$ cat config.mk
export PLATFORM = sky130hd
export DESIGN_NAME = efh_exception_frame_handler
export DESIGN_NICKNAME = d
export VERILOG_FILES = /design/src/rtl/efh_pkg.sv /design/src/rtl/efh_exception_frame_handler.sv /design/src/rtl/efh_xfer_seq.sv
export SDC_FILE = /design/constraint.sdc
export NUM_CORES = 1
export LEC_CHECK = 0
export BUFFER_PORTS_ARGS = -buffer_cell sky130_fd_sc_hd__buf_2
export CAP_MARGIN = 20
export CORE_MARGIN = 3
export CORE_UTILIZATION = 51
export DETAILED_ROUTE_END_ITERATION = 6
export PLACE_DENSITY = 0.77
export RECOVER_POWER = 50
export SLEW_MARGIN = 0
export SYNTH_ARGS = -nofsm -noshare
export SYNTH_HDL_FRONTEND = slang
export SYNTH_SLANG_ARGS = --single-unit
export TNS_END_PERCENT = 10
$ cat constraint.sdc
create_clock -name mclk -period 2.9 [get_ports mclk]
set_input_delay 0.435 -clock mclk [delete_from_list [all_inputs] [get_ports mclk]]
set_output_delay 0.435 -clock mclk [all_outputs]
set_load 0.02 [all_outputs]
$ cat src/rtl/efh_pkg.sv
package efh_pkg;
  localparam logic [7:0]  VEC_FLINE      = 8'h0b;
  localparam logic [7:0]  VEC_FMT_ERR    = 8'h0e;
  localparam logic [31:0] VEC_FLINE_OFS  = 32'h0000002c;
  localparam logic [3:0]  FMT_SHORT      = 4'h0;
  localparam logic [3:0]  FMT_THROW      = 4'h1;
  localparam logic [3:0]  FMT_SIX        = 4'h2;
  localparam logic [3:0]  FMT_FP_POST    = 4'h3;
  localparam logic [3:0]  FMT_FP_UNIMP   = 4'h4;
  localparam logic [3:0]  FMT_ACC_ERR    = 4'h7;
  localparam logic [7:0]  BYTES_SHORT    = 8'h08;
  localparam logic [7:0]  BYTES_SIX      = 8'h0c;
  localparam logic [7:0]  BYTES_FP_UNIMP = 8'h10;
  localparam logic [7:0]  BYTES_ACC_ERR  = 8'h3c;
  localparam logic [15:0] FMTVEC_WORD    = 16'h402c;
  localparam logic [31:0] OFS_PC         = 32'h00000002;
  localparam logic [31:0] OFS_FMTVEC     = 32'h00000006;
  localparam logic [31:0] OFS_EA         = 32'h00000008;
  localparam logic [31:0] OFS_FPC        = 32'h0000000c;
  localparam int          SR_SUPER       = 13;
  localparam int          SR_TRACE_LOW   = 14;
  localparam int          SR_TRACE_HIGH  = 15;
  localparam int          PAGE_BITS      = 12;
  localparam logic [11:0] CRM_ACSR       = 12'h805;
  localparam logic [11:0] CRM_USER_ROOT  = 12'h806;
  localparam logic [11:0] CRM_SUPV_ROOT  = 12'h807;
  localparam logic [15:0] ACSR_RESET     = 16'h0000;
  localparam logic [2:0]  LAST_PUSH_STEP = 3'h4;

  typedef enum logic [7:0] {
    S_IDLE  = 8'h01,
    S_TWAIT = 8'h02,
    S_TPUSH = 8'h04,
    S_TVEC  = 8'h08,
    S_TPREF = 8'h10,
    S_RFMT  = 8'h20,
    S_RSR   = 8'h40,
    S_RPC   = 8'h80
  } efh_state_t;
endpackage : efh_pkg

$ cat src/rtl/efh_exception_frame_handler.sv
// Function
// [RULE_01] An unimplemented floating-point instruction vectors through entry 11 and the handler is prefetched before it runs.
// [RULE_02] Return from exception first reads the top supervisor frame to judge its validity and restore kind.
// [RULE_03] Supported frames are four-word, six-word, four-word throwaway, access error and eight-word unimplemented floating-point.
// [RULE_04] A floating-point post-instruction frame is accepted on return but never built.
// [RULE_05] Frame words move as long-word transfers wherever aligned, in any order; the code uses long-words only for long items at long-aligned addresses.
// [RULE_06] The translation test and flush operations raise no exception.
// [RULE_07] Page-scope cache push and invalidate act on a 4-Kbyte block; 8-Kbyte pages are not offered.
// [RULE_08] Control register moves to the user or supervisor root pointer are invalid and have no defined effect.
// [RULE_09] The paging status encoding of a control register move reaches the access control status register.
// [RULE_10] Software should keep the supervisor stack pointer long-word aligned for speed.
// [RULE_11] Handlers should accept any supported frame for any exception.
// [RULE_12] The trap copies the status word, enters supervisor mode, clears both trace bits and pushes the eight-word frame.
// [RULE_13] The trap waits for all earlier integer work and write-backs to finish.
// [RULE_14] An unsupported frame format on return raises a format error instead of a restore.
`timescale 1ns/10ps
`default_nettype none
module efh_exception_frame_handler
  import efh_pkg::*;
(
  input  wire logic        mclk,          // Processor clock, 40 MHz.
  input  wire logic        rst_n,         // Asynchronous reset, active low.
  input  wire logic        fpTrapReq,     // Unimplemented FP instruction seen.
  input  wire logic        priorBusy,     // Earlier integer work pending.
  input  wire logic [15:0] srIn,          // Current status word.
  input  wire logic [31:0] nextPc,        // Address after the FP instruction.
  input  wire logic [31:0] faultPc,       // Address of the FP instruction.
  input  wire logic [31:0] effAddr,       // Calculated effective address.
  input  wire logic [31:0] vbr,           // Vector table base.
  input  wire logic [31:0] sspIn,         // Active supervisor stack pointer.
  input  wire logic        rteReq,        // Return from exception issued.
  input  wire logic        memAck,        // Memory completes the access.
  input  wire logic [31:0] memRdata,      // Memory read data.
  output logic             memReq,        // Memory access request.
  output logic             memWe,         // Memory access is a write.
  output logic             memLong,       // Memory access is a long-word.
  output logic [31:0]      memAddr,       // Memory byte address.
  output logic [31:0]      memWdata,      // Memory write data.
  output logic             busy,          // Sequence in progress.
  output logic             ctxLoad,       // New context valid, one cycle.
  output logic [15:0]      srOut,         // Status word to load.
  output logic [31:0]      pcOut,         // Program counter to load.
  output logic [31:0]      sspOut,        // Stack pointer to load.
  output logic             fmtErr,        // Format error raised, one cycle.
  output logic [7:0]       fmtErrVector,  // Vector of the format error.
  input  wire logic        xlatOpReq,     // Translation test or flush op.
  output logic             xlatOpDone,    // Op retired quietly, one cycle.
  input  wire logic        cacheOpReq,    // Page-scope push or invalidate.
  input  wire logic [31:0] cacheOpAddr,   // Address inside the page.
  output logic             cacheOpGo,     // Block operation start, one cycle.
  output logic [31:0]      cacheBlkBase,  // Base of the 4-Kbyte block.
  input  wire logic        crmReq,        // Control register move.
  input  wire logic        crmWrite,      // Move writes the register.
  input  wire logic [11:0] crmCode,       // Control register encoding.
  input  wire logic [15:0] crmWdata,      // Data written by the move.
  output logic             crmAck,        // Move finished, one cycle.
  output logic [15:0]      crmRdata       // Data read by the move.
);
  efh_state_t  state_q, state_d;
  logic [2:0]  step_q, step_d;
  logic        go_q, go_d, busy_q, busy_d, ctx_q, ctx_d, ferr_q, ferr_d;
  logic [3:0]  fmt_q, fmt_d;
  logic [15:0] cpy_q, cpy_d, sr_q, sr_d;
  logic [31:0] npc_q, npc_d, fpc_q, fpc_d, ea_q, ea_d, vbr_q, vbr_d;
  logic [31:0] ssp_q, ssp_d, pc_q, pc_d;
  logic        xStart, xLong, xWrite, xDone, accState;
  logic [31:0] xAddr, xWdata, xRdata;
  logic        xop_q, cgo_q, cack_q;
  logic [31:0] cbase_q;
  logic [15:0] acsr_q, crd_q;

  // Frame size in bytes for a format code, zero for formats not served.
  function automatic logic [7:0] frameBytes(input logic [3:0] f);
    case (f)
      FMT_SHORT, FMT_THROW:  frameBytes = BYTES_SHORT;               // [RULE_03]
      FMT_SIX, FMT_FP_POST:  frameBytes = BYTES_SIX;                 // [RULE_04]
      FMT_FP_UNIMP:          frameBytes = BYTES_FP_UNIMP;            // [RULE_03]
      FMT_ACC_ERR:           frameBytes = BYTES_ACC_ERR;             // [RULE_03]
      default:               frameBytes = 8'h00;
    endcase
  endfunction : frameBytes

  efh_xfer_seq u_xfer (
    .mclk    (mclk),
    .rst_n   (rst_n),
    .start   (xStart),
    .addr    (xAddr),
    .isLong  (xLong),
    .isWrite (xWrite),
    .wdata   (xWdata),
    .memAck  (memAck),
    .memRdata(memRdata),
    .memReq  (memReq),
    .memWe   (memWe),
    .memLong (memLong),
    .memAddr (memAddr),
    .memWdata(memWdata),
    .done    (xDone),
    .rdata   (xRdata)
  );

  //////////////////////////////////////////////////////////////////////////
  // Exception sequencer. Requests are only taken in idle; a trap wins over a
  // return request in the same cycle, and the return request is not kept.
  always_comb begin
    state_d = state_q; step_d = step_q; fmt_d = fmt_q; cpy_d = cpy_q;
    sr_d = sr_q; npc_d = npc_q; fpc_d = fpc_q; ea_d = ea_q; vbr_d = vbr_q;
    ssp_d = ssp_q; pc_d = pc_q; ctx_d = 1'b0; ferr_d = 1'b0;
    xAddr = ssp_q; xLong = 1'b0; xWrite = 1'b0; xWdata = 32'h0;
    accState = 1'b1;
    case (state_q)
      S_IDLE: begin
        accState = 1'b0;
        if (fpTrapReq) begin
          cpy_d = srIn;
          sr_d  = srIn;
          sr_d[SR_SUPER]      = 1'b1;                                 // [RULE_12]
          sr_d[SR_TRACE_HIGH] = 1'b0;                                 // [RULE_12]
          sr_d[SR_TRACE_LOW]  = 1'b0;                                 // [RULE_12]
          npc_d = nextPc; fpc_d = faultPc; ea_d = effAddr; vbr_d = vbr;
          ssp_d = sspIn;
          state_d = S_TWAIT;
        end else if (rteReq) begin
          ssp_d = sspIn;
          state_d = S_RFMT;
        end
      end
      S_TWAIT: begin
        accState = 1'b0;
        if (!priorBusy) begin                                         // [RULE_13]
          ssp_d = ssp_q - {24'h0, BYTES_FP_UNIMP};
          step_d = 3'h0;
          state_d = S_TPUSH;
        end
      end
      S_TPUSH: begin
        xWrite = 1'b1;
        case (step_q)                                                 // [RULE_12]
          3'h0: xWdata = {16'h0000, cpy_q};
          3'h1: begin xAddr = ssp_q + OFS_PC; xLong = 1'b1; xWdata = npc_q; end
          3'h2: begin xAddr = ssp_q + OFS_FMTVEC; xWdata = {16'h0000, FMTVEC_WORD}; end
          3'h3: begin xAddr = ssp_q + OFS_EA; xLong = 1'b1; xWdata = ea_q; end
          default: begin xAddr = ssp_q + OFS_FPC; xLong = 1'b1; xWdata = fpc_q; end
        endcase
        if (xDone) begin
          step_d = step_q + 3'h1;
          if (step_q == LAST_PUSH_STEP) state_d = S_TVEC;
        end
      end
      S_TVEC: begin
        xAddr = vbr_q + VEC_FLINE_OFS;                                // [RULE_01]
        xLong = 1'b1;
        if (xDone) begin
          pc_d = xRdata;
          state_d = S_TPREF;
        end
      end
      S_TPREF: begin
        xAddr = pc_q;                                                 // [RULE_01]
        xLong = 1'b1;
        if (xDone) begin
          ctx_d = 1'b1;
          state_d = S_IDLE;
        end
      end
      S_RFMT: begin
        xAddr = ssp_q + OFS_FMTVEC;                                   // [RULE_02]
        if (xDone) begin
          fmt_d = xRdata[15:12];
          if (frameBytes(xRdata[15:12]) == 8'h00) begin
            ferr_d = 1'b1;                                            // [RULE_14]
            state_d = S_IDLE;
          end else if (xRdata[15:12] == FMT_THROW) begin
            ssp_d = ssp_q + {24'h0, BYTES_SHORT};
          end else begin
            state_d = S_RSR;
          end
        end
      end
      S_RSR: begin
        if (xDone) begin
          sr_d = xRdata[15:0];
          state_d = S_RPC;
        end
      end
      S_RPC: begin
        xAddr = ssp_q + OFS_PC;
        xLong = 1'b1;                                                 // [RULE_05]
        if (xDone) begin
          pc_d = xRdata;
          ssp_d = ssp_q + {24'h0, frameBytes(fmt_q)};
          ctx_d = 1'b1;
          state_d = S_IDLE;
        end
      end
      default: begin
        accState = 1'b0;
        state_d = S_IDLE;
      end
    endcase
    xStart = accState && !go_q;
    go_d = xDone ? 1'b0 : (go_q || xStart);
    busy_d = (state_d != S_IDLE);
  end

  always_ff @(posedge mclk or negedge rst_n) begin
    if (!rst_n) begin
      state_q <= S_IDLE; step_q <= 3'h0; go_q <= 1'b0; busy_q <= 1'b0;
      ctx_q <= 1'b0; ferr_q <= 1'b0; fmt_q <= 4'h0; cpy_q <= 16'h0;
      sr_q <= 16'h0; npc_q <= 32'h0; fpc_q <= 32'h0; ea_q <= 32'h0;
      vbr_q <= 32'h0; ssp_q <= 32'h0; pc_q <= 32'h0;
    end else begin
      state_q <= state_d; step_q <= step_d; go_q <= go_d; busy_q <= busy_d;
      ctx_q <= ctx_d; ferr_q <= ferr_d; fmt_q <= fmt_d; cpy_q <= cpy_d;
      sr_q <= sr_d; npc_q <= npc_d; fpc_q <= fpc_d; ea_q <= ea_d;
      vbr_q <= vbr_d; ssp_q <= ssp_d; pc_q <= pc_d;
    end
  end

  //////////////////////////////////////////////////////////////////////////
  // Side operations. The translation ops retire with no bus cycle at all,
  // which is one legal choice among the arbitrary effects they may have.
  always_ff @(posedge mclk or negedge rst_n) begin
    if (!rst_n) begin
      xop_q <= 1'b0; cgo_q <= 1'b0; cack_q <= 1'b0;
      cbase_q <= 32'h0; acsr_q <= ACSR_RESET; crd_q <= 16'h0;
    end else begin
      xop_q <= xlatOpReq;                                             // [RULE_06]
      cgo_q <= cacheOpReq;
      if (cacheOpReq) cbase_q <= {cacheOpAddr[31:PAGE_BITS], {PAGE_BITS{1'b0}}}; // [RULE_07]
      cack_q <= crmReq;
      if (crmReq && crmWrite && crmCode == CRM_ACSR) acsr_q <= crmWdata; // [RULE_09]
      if (crmReq) crd_q <= (crmCode == CRM_ACSR) ? acsr_q : 16'h0;    // [RULE_08]
    end
  end

  assign busy         = busy_q;
  assign ctxLoad      = ctx_q;
  assign srOut        = sr_q;
  assign pcOut        = pc_q;
  assign sspOut       = ssp_q;
  assign fmtErr       = ferr_q;
  assign fmtErrVector = VEC_FMT_ERR;
  assign xlatOpDone   = xop_q;
  assign cacheOpGo    = cgo_q;
  assign cacheBlkBase = cbase_q;
  assign crmAck       = cack_q;
  assign crmRdata     = crd_q;
endmodule : efh_exception_frame_handler
`default_nettype wire

$ cat src/rtl/efh_xfer_seq.sv
`timescale 1ns/10ps
`default_nettype none
module efh_xfer_seq (
  input  wire logic        mclk,      // Processor clock.
  input  wire logic        rst_n,     // Asynchronous reset, active low.
  input  wire logic        start,     // Begin one item transfer.
  input  wire logic [31:0] addr,      // Even byte address of the item.
  input  wire logic        isLong,    // Item is 32 bits, else 16.
  input  wire logic        isWrite,   // Write item, else read.
  input  wire logic [31:0] wdata,     // Item to write.
  input  wire logic        memAck,    // Memory completes the access.
  input  wire logic [31:0] memRdata,  // Read data, words in low half.
  output logic             memReq,    // Access request, held to ack.
  output logic             memWe,     // Access is a write.
  output logic             memLong,   // Access is a long-word.
  output logic [31:0]      memAddr,   // Access byte address.
  output logic [31:0]      memWdata,  // Write data, words in low half.
  output logic             done,      // Item finished, one cycle.
  output logic [31:0]      rdata      // Assembled read item.
);
  logic        req_q, req_d, we_q, we_d, long_q, long_d, pend_q, pend_d;
  logic        split_q, split_d, done_q, done_d;
  logic [31:0] addr_q, addr_d, wd_q, wd_d, rd_q, rd_d;
  logic [15:0] lo_q, lo_d, hi_q, hi_d;

  ////////////////////////////////////////////////////////////////////////
  // A long item at a long-aligned address moves in one access; any other
  // long item falls back to two word accesses, upper half first.
  always_comb begin
    req_d = req_q; we_d = we_q; long_d = long_q; pend_d = pend_q;
    split_d = split_q; addr_d = addr_q; wd_d = wd_q; rd_d = rd_q;
    lo_d = lo_q; hi_d = hi_q; done_d = 1'b0;
    if (!req_q && start) begin
      req_d   = 1'b1;
      we_d    = isWrite;
      addr_d  = addr;
      long_d  = isLong && !addr[1];                          // [RULE_05]
      split_d = isLong && addr[1];
      pend_d  = isLong && addr[1];
      lo_d    = wdata[15:0];
      wd_d    = (isLong && !addr[1]) ? wdata
              : (isLong ? {16'h0000, wdata[31:16]} : {16'h0000, wdata[15:0]});
    end else if (req_q && memAck) begin
      if (pend_q) begin
        pend_d = 1'b0;
        hi_d   = memRdata[15:0];
        addr_d = addr_q + 32'h00000002;
        wd_d   = {16'h0000, lo_q};
      end else begin
        req_d  = 1'b0;
        done_d = 1'b1;
        rd_d   = long_q ? memRdata
               : (split_q ? {hi_q, memRdata[15:0]} : {16'h0000, memRdata[15:0]});
      end
    end
  end

  always_ff @(posedge mclk or negedge rst_n) begin
    if (!rst_n) begin
      req_q <= 1'b0; we_q <= 1'b0; long_q <= 1'b0; pend_q <= 1'b0;
      split_q <= 1'b0; done_q <= 1'b0; addr_q <= 32'h0; wd_q <= 32'h0;
      rd_q <= 32'h0; lo_q <= 16'h0; hi_q <= 16'h0;
    end else begin
      req_q <= req_d; we_q <= we_d; long_q <= long_d; pend_q <= pend_d;
      split_q <= split_d; done_q <= done_d; addr_q <= addr_d; wd_q <= wd_d;
      rd_q <= rd_d; lo_q <= lo_d; hi_q <= hi_d;
    end
  end

  assign memReq   = req_q;
  assign memWe    = we_q;
  assign memLong  = long_q;
  assign memAddr  = addr_q;
  assign memWdata = wd_q;
  assign done     = done_q;
  assign rdata    = rd_q;
endmodule : efh_xfer_seq
`default_nettype wire

==> summary.md <==
| Metric | Value |
|---|---|
| Clock Latency Late Sink | `590 ps` |
| Dpl ws | `-119 ps` |
| Post-DR wirelength/cell | `28.2 um` |
| Total Power | `32.3 mW` |
| Clock skew | `15.3 ps` |
| TritonCTS Buffers | `45` |
| Peak VDD IR | `0.000683 V` |
| Max Slew Vio Count | `61` |
| Startpoint Class | `flop` |
| Area Growth Syn to Fin | `25.1%` |
| Die H | `228 um` |
| GR Util All Layers | `0.417` |
| Yosys warnings | `0` |
| Status | `finished with violations` |
| Worst EP arrival | `3390 ps` |
| Fin nets | `3573` |
| Syn Inst Count | `2691` |
| Post-synthesis sequential area ratio | `0.429` |
| Min Tclk post-route | `2960 ps` |
| CTS tree | `yes` |
| Post-CTS Setup Inserts | `0` |
| Netlist cell types | `82` |
| GP Congestion | `1.05` |
| Clk sinks | `432` |
| Met3 WL | `12300 um` |
| H-Tree Depth | `2` |
| Max Clock Freq | `0.338 GHz` |
| # rows | `80` |
| Synthesis-stage register bit count | `432` |
| WL final | `112000 um` |
| Largest area contributor in the netlist | `dfrtp_1` |
| RSZ-0062 raised after global routing | `yes` |
| Die area | `52100 um2` |
| Hold Fails Final Rpt | `0` |
| Layout cells sized above 1 | `0.320` |
| DR vias | `26.0k` |
| Cell Pwr Density | `1020 nW/um2` |
| Initial antenna violation count | `15` |
| HP Class | `primary input to flop` |
| Failing checks | `design-rule violations, max-capacitance violations, max-slew violations, negative setup slack` |
| Die X | `228 um` |
| Core ar. | `48200 um2` |
| Setup violators final | `2` |
| Critical Path End Type | `flop` |
| Critical Path Fanout Max | `4` |
| Headroom to the max-slew limit | `-0.533` |
| Top cells by area, synth | `dfrtp_1, mux2_2, nand2_1` |
| Met2 WL | `50600 um` |
| Starting Density | `0.522` |
| Pin count of the biggest net entering global routing | `76` |
| Synth Flop Type | `dfrtp_1` |
| CTS max path bufs | `3` |
| EDFF count, synth | `0` |
| Vias in the first global route | `25.7k` |
| Fin worst setup slack | `-58.3 ps` |
| Max-Cap Viols | `1` |
| WP data required | `3330 ps` |
| M1 wire length | `42000 um` |
| Final period util | `1.02` |
| Initial DRC count | `3242` |
| DRT Pass-1 Iters | `7` |
| Worst slew pin tran | `2300 ps` |
| DP HPWL | `83900 um` |
| DRC viols | `20` |
| Clock Pin Slew Worst Setup and Hold Paths | `60 ps` |
| Post-synth ARST share | `1.00` |
| Post-route ant nets | `0` |
| Root buffer cell | `clkbuf_16` |
| Max layer used | `met5` |
| DR vias/cell | `6.54` |
| WS Path Type | `flop to flop` |
| Yosys top cell area share | `0.428` |
| Syn Area/Cell | `9.37 um2` |
| P_leak | `13.9 nW` |
| Global-route wire length before repair | `166000 um` |
| Synth Cell Area | `25200 um2` |
| PortBufs | `454` |
| Remaining Overflow, GRT | `0` |
| I/O pin total | `487` |
## cell usage in the layout, fill, tap and decap left out, types with 11 or more instances in the layout
master,synthesis,final
xnor2_1,87,87
a22oi_1,40,39
conb_1,2,20
nor3_1,52,50
and4_1,12,12
a21oi_1,131,130
and3_1,29,29
clkbuf_1,161,60
a221oi_1,36,35
nor4_1,36,36
a211oi_1,35,33
buf_2,38,404
inv_1,50,50
o211ai_1,14,14
o2111a_1,16,16
a22o_1,19,19
nand4_1,35,35
a221o_1,30,30
nand2_1,319,317
nand2b_1,14,13
and2_1,13,13
o21a_1,12,12
mux2i_1,16,16
dfrtp_1,431,430
o31ai_1,15,15
ha_1,20,18
clkbuf_16,0,45
clkbuf_8,0,11
o22ai_1,28,28
nor2_1,167,167
a31oi_1,35,35
diode_2,0,11
buf_4,21,274
buf_12,0,19
nand3_1,63,62
o21ai_0,224,224
xor2_1,59,59
a222oi_1,16,16
mux2_2,237,236
## layout make-up
type	instances	area, um2
Sequential cell	432	10800
Inverter	51	191
Clock buffer	66	1320
Tap cell	656	821
Clock inverter	18	256
Antenna cell	11	27.5
Multi-Input combinational cell	1984	13300
Timing Repair Buffer	760	4750
Fill cell	4036	16700
## layer usage
metal,vias up,global-route usage
li1,11028,-
met1,12754,0.531
met2,1841,0.659
met3,396,0.0983
met4,6,0.228
met5,-,0
## cells in the mapped netlist (all sizes together) (9+ instances only)
cell type,instances
nand2,319
and3,29
a21oi,131
o31ai,15
o2111a,16
nand3,63
mux2i,16
and4,12
o21ai,228
a221oi,36
nor4,41
xor2,59
nand2b,14
a221o,30
xnor2,87
inv,50
a22oi,41
mux2,237
o21a,12
nor2b,10
o211ai,14
a31oi,35
ha,20
a211oi,35
o221ai,10
or4,11
nand4,36
nor2,169
dfrtp,431
o22ai,28
and2,13
clkbuf,161
nor3,53
o2111ai,10
a32o,9
a22o,19
a222oi,16
buf,81
## worst max-delay path, stage by stage (launching register included)
cell     delay [ps]
dfrtp_1         390
or2_2           290
a21oi_1         160
ha_1            260
and3_1          230
a211o_1         210
nand3_1         150
nor2_1          330
a21oi_1         120
o21ai_0         470
o21ai_0         190
## kinds of logic (layout without fill, tap and decap cells)
family | Yosys count | after routing | synth area share
buffers and inverters | 293 | 895 | 0.0487
AOI/OAI and AO/OA | 743 | 743 | 0.198
adders and majority gates | 21 | 21 | 0.0107
DFF | 432 | 432 | 0.429
muxes | 253 | 253 | 0.112
xor gates and xnor gates | 146 | 146 | 0.0507
and+or+nand+nor | 801 | 801 | 0.151
other | 2 | 31 | 0.000298
## registers in the layout, summed over array words and instances, names as in the netlist, 20 cells and up
signal / count
pcOut: 32
u_xfer.memWdata: 32
ea_q: 32
cacheBlkBase: 20
fpc_q: 32
vbr_q: 32
sspOut: 32
npc_q: 32
u_xfer.rdata: 32
u_xfer.memAddr: 32
## worst paths after layout
kind | from | end | slack [ps] | cells after the start
max | fmt_q[0] | sspOut[27] | -60 | 10
min | memRdata[3] | u_xfer.rdata[3] | 60 | 3
max reg2reg | fmt_q[0] | sspOut[27] | -60 | 10
min reg2reg | u_xfer.rdata[20] | u_xfer.rdata[20] | 480 | 2
max in group asynchronous | rst_n | step_q[2] | 320 | 3
min in group asynchronous | rst_n | sspOut[20] | 1070 | 2
## power breakdown
part	leakage [nW]	internal (mW)	switching, mW	total (mW)
logic	7.77	6.20	9.48	15.7
clock network	0.760	3.54	2.63	6.17
registers	5.40	8.24	2.15	10.4
total	13.9	18.0	14.3	32.3
## what timing repair did
item / in CTS / in global routing
endpoints found under the hold margin: 53 / 0
pin swaps: 0 / 2
hold buffers: 2 / 0
gates resized for setup: 4 / 12
setup endpoints to repair: 10 / 32
## stage by stage
stage | std cells | setup TNS (ps) | hold WS, ps | util | area (um2)
after floorplan | 2709 | -782 | 139 | - | 25300
after global placement | 3881 | -518 | 456 | 0.621 | 29900
after detailed placement | 3881 | -524 | 466 | 0.621 | 29900
after CTS | 3967 | 0 | 39.1 | 0.654 | 31600
after global routing | 3973 | -399 | 61.2 | 0.653 | 31500
final | 3978 | -79.9 | 60.1 | 0.653 | 31500
Note: power is estimated with default switching activity, not from simulation.
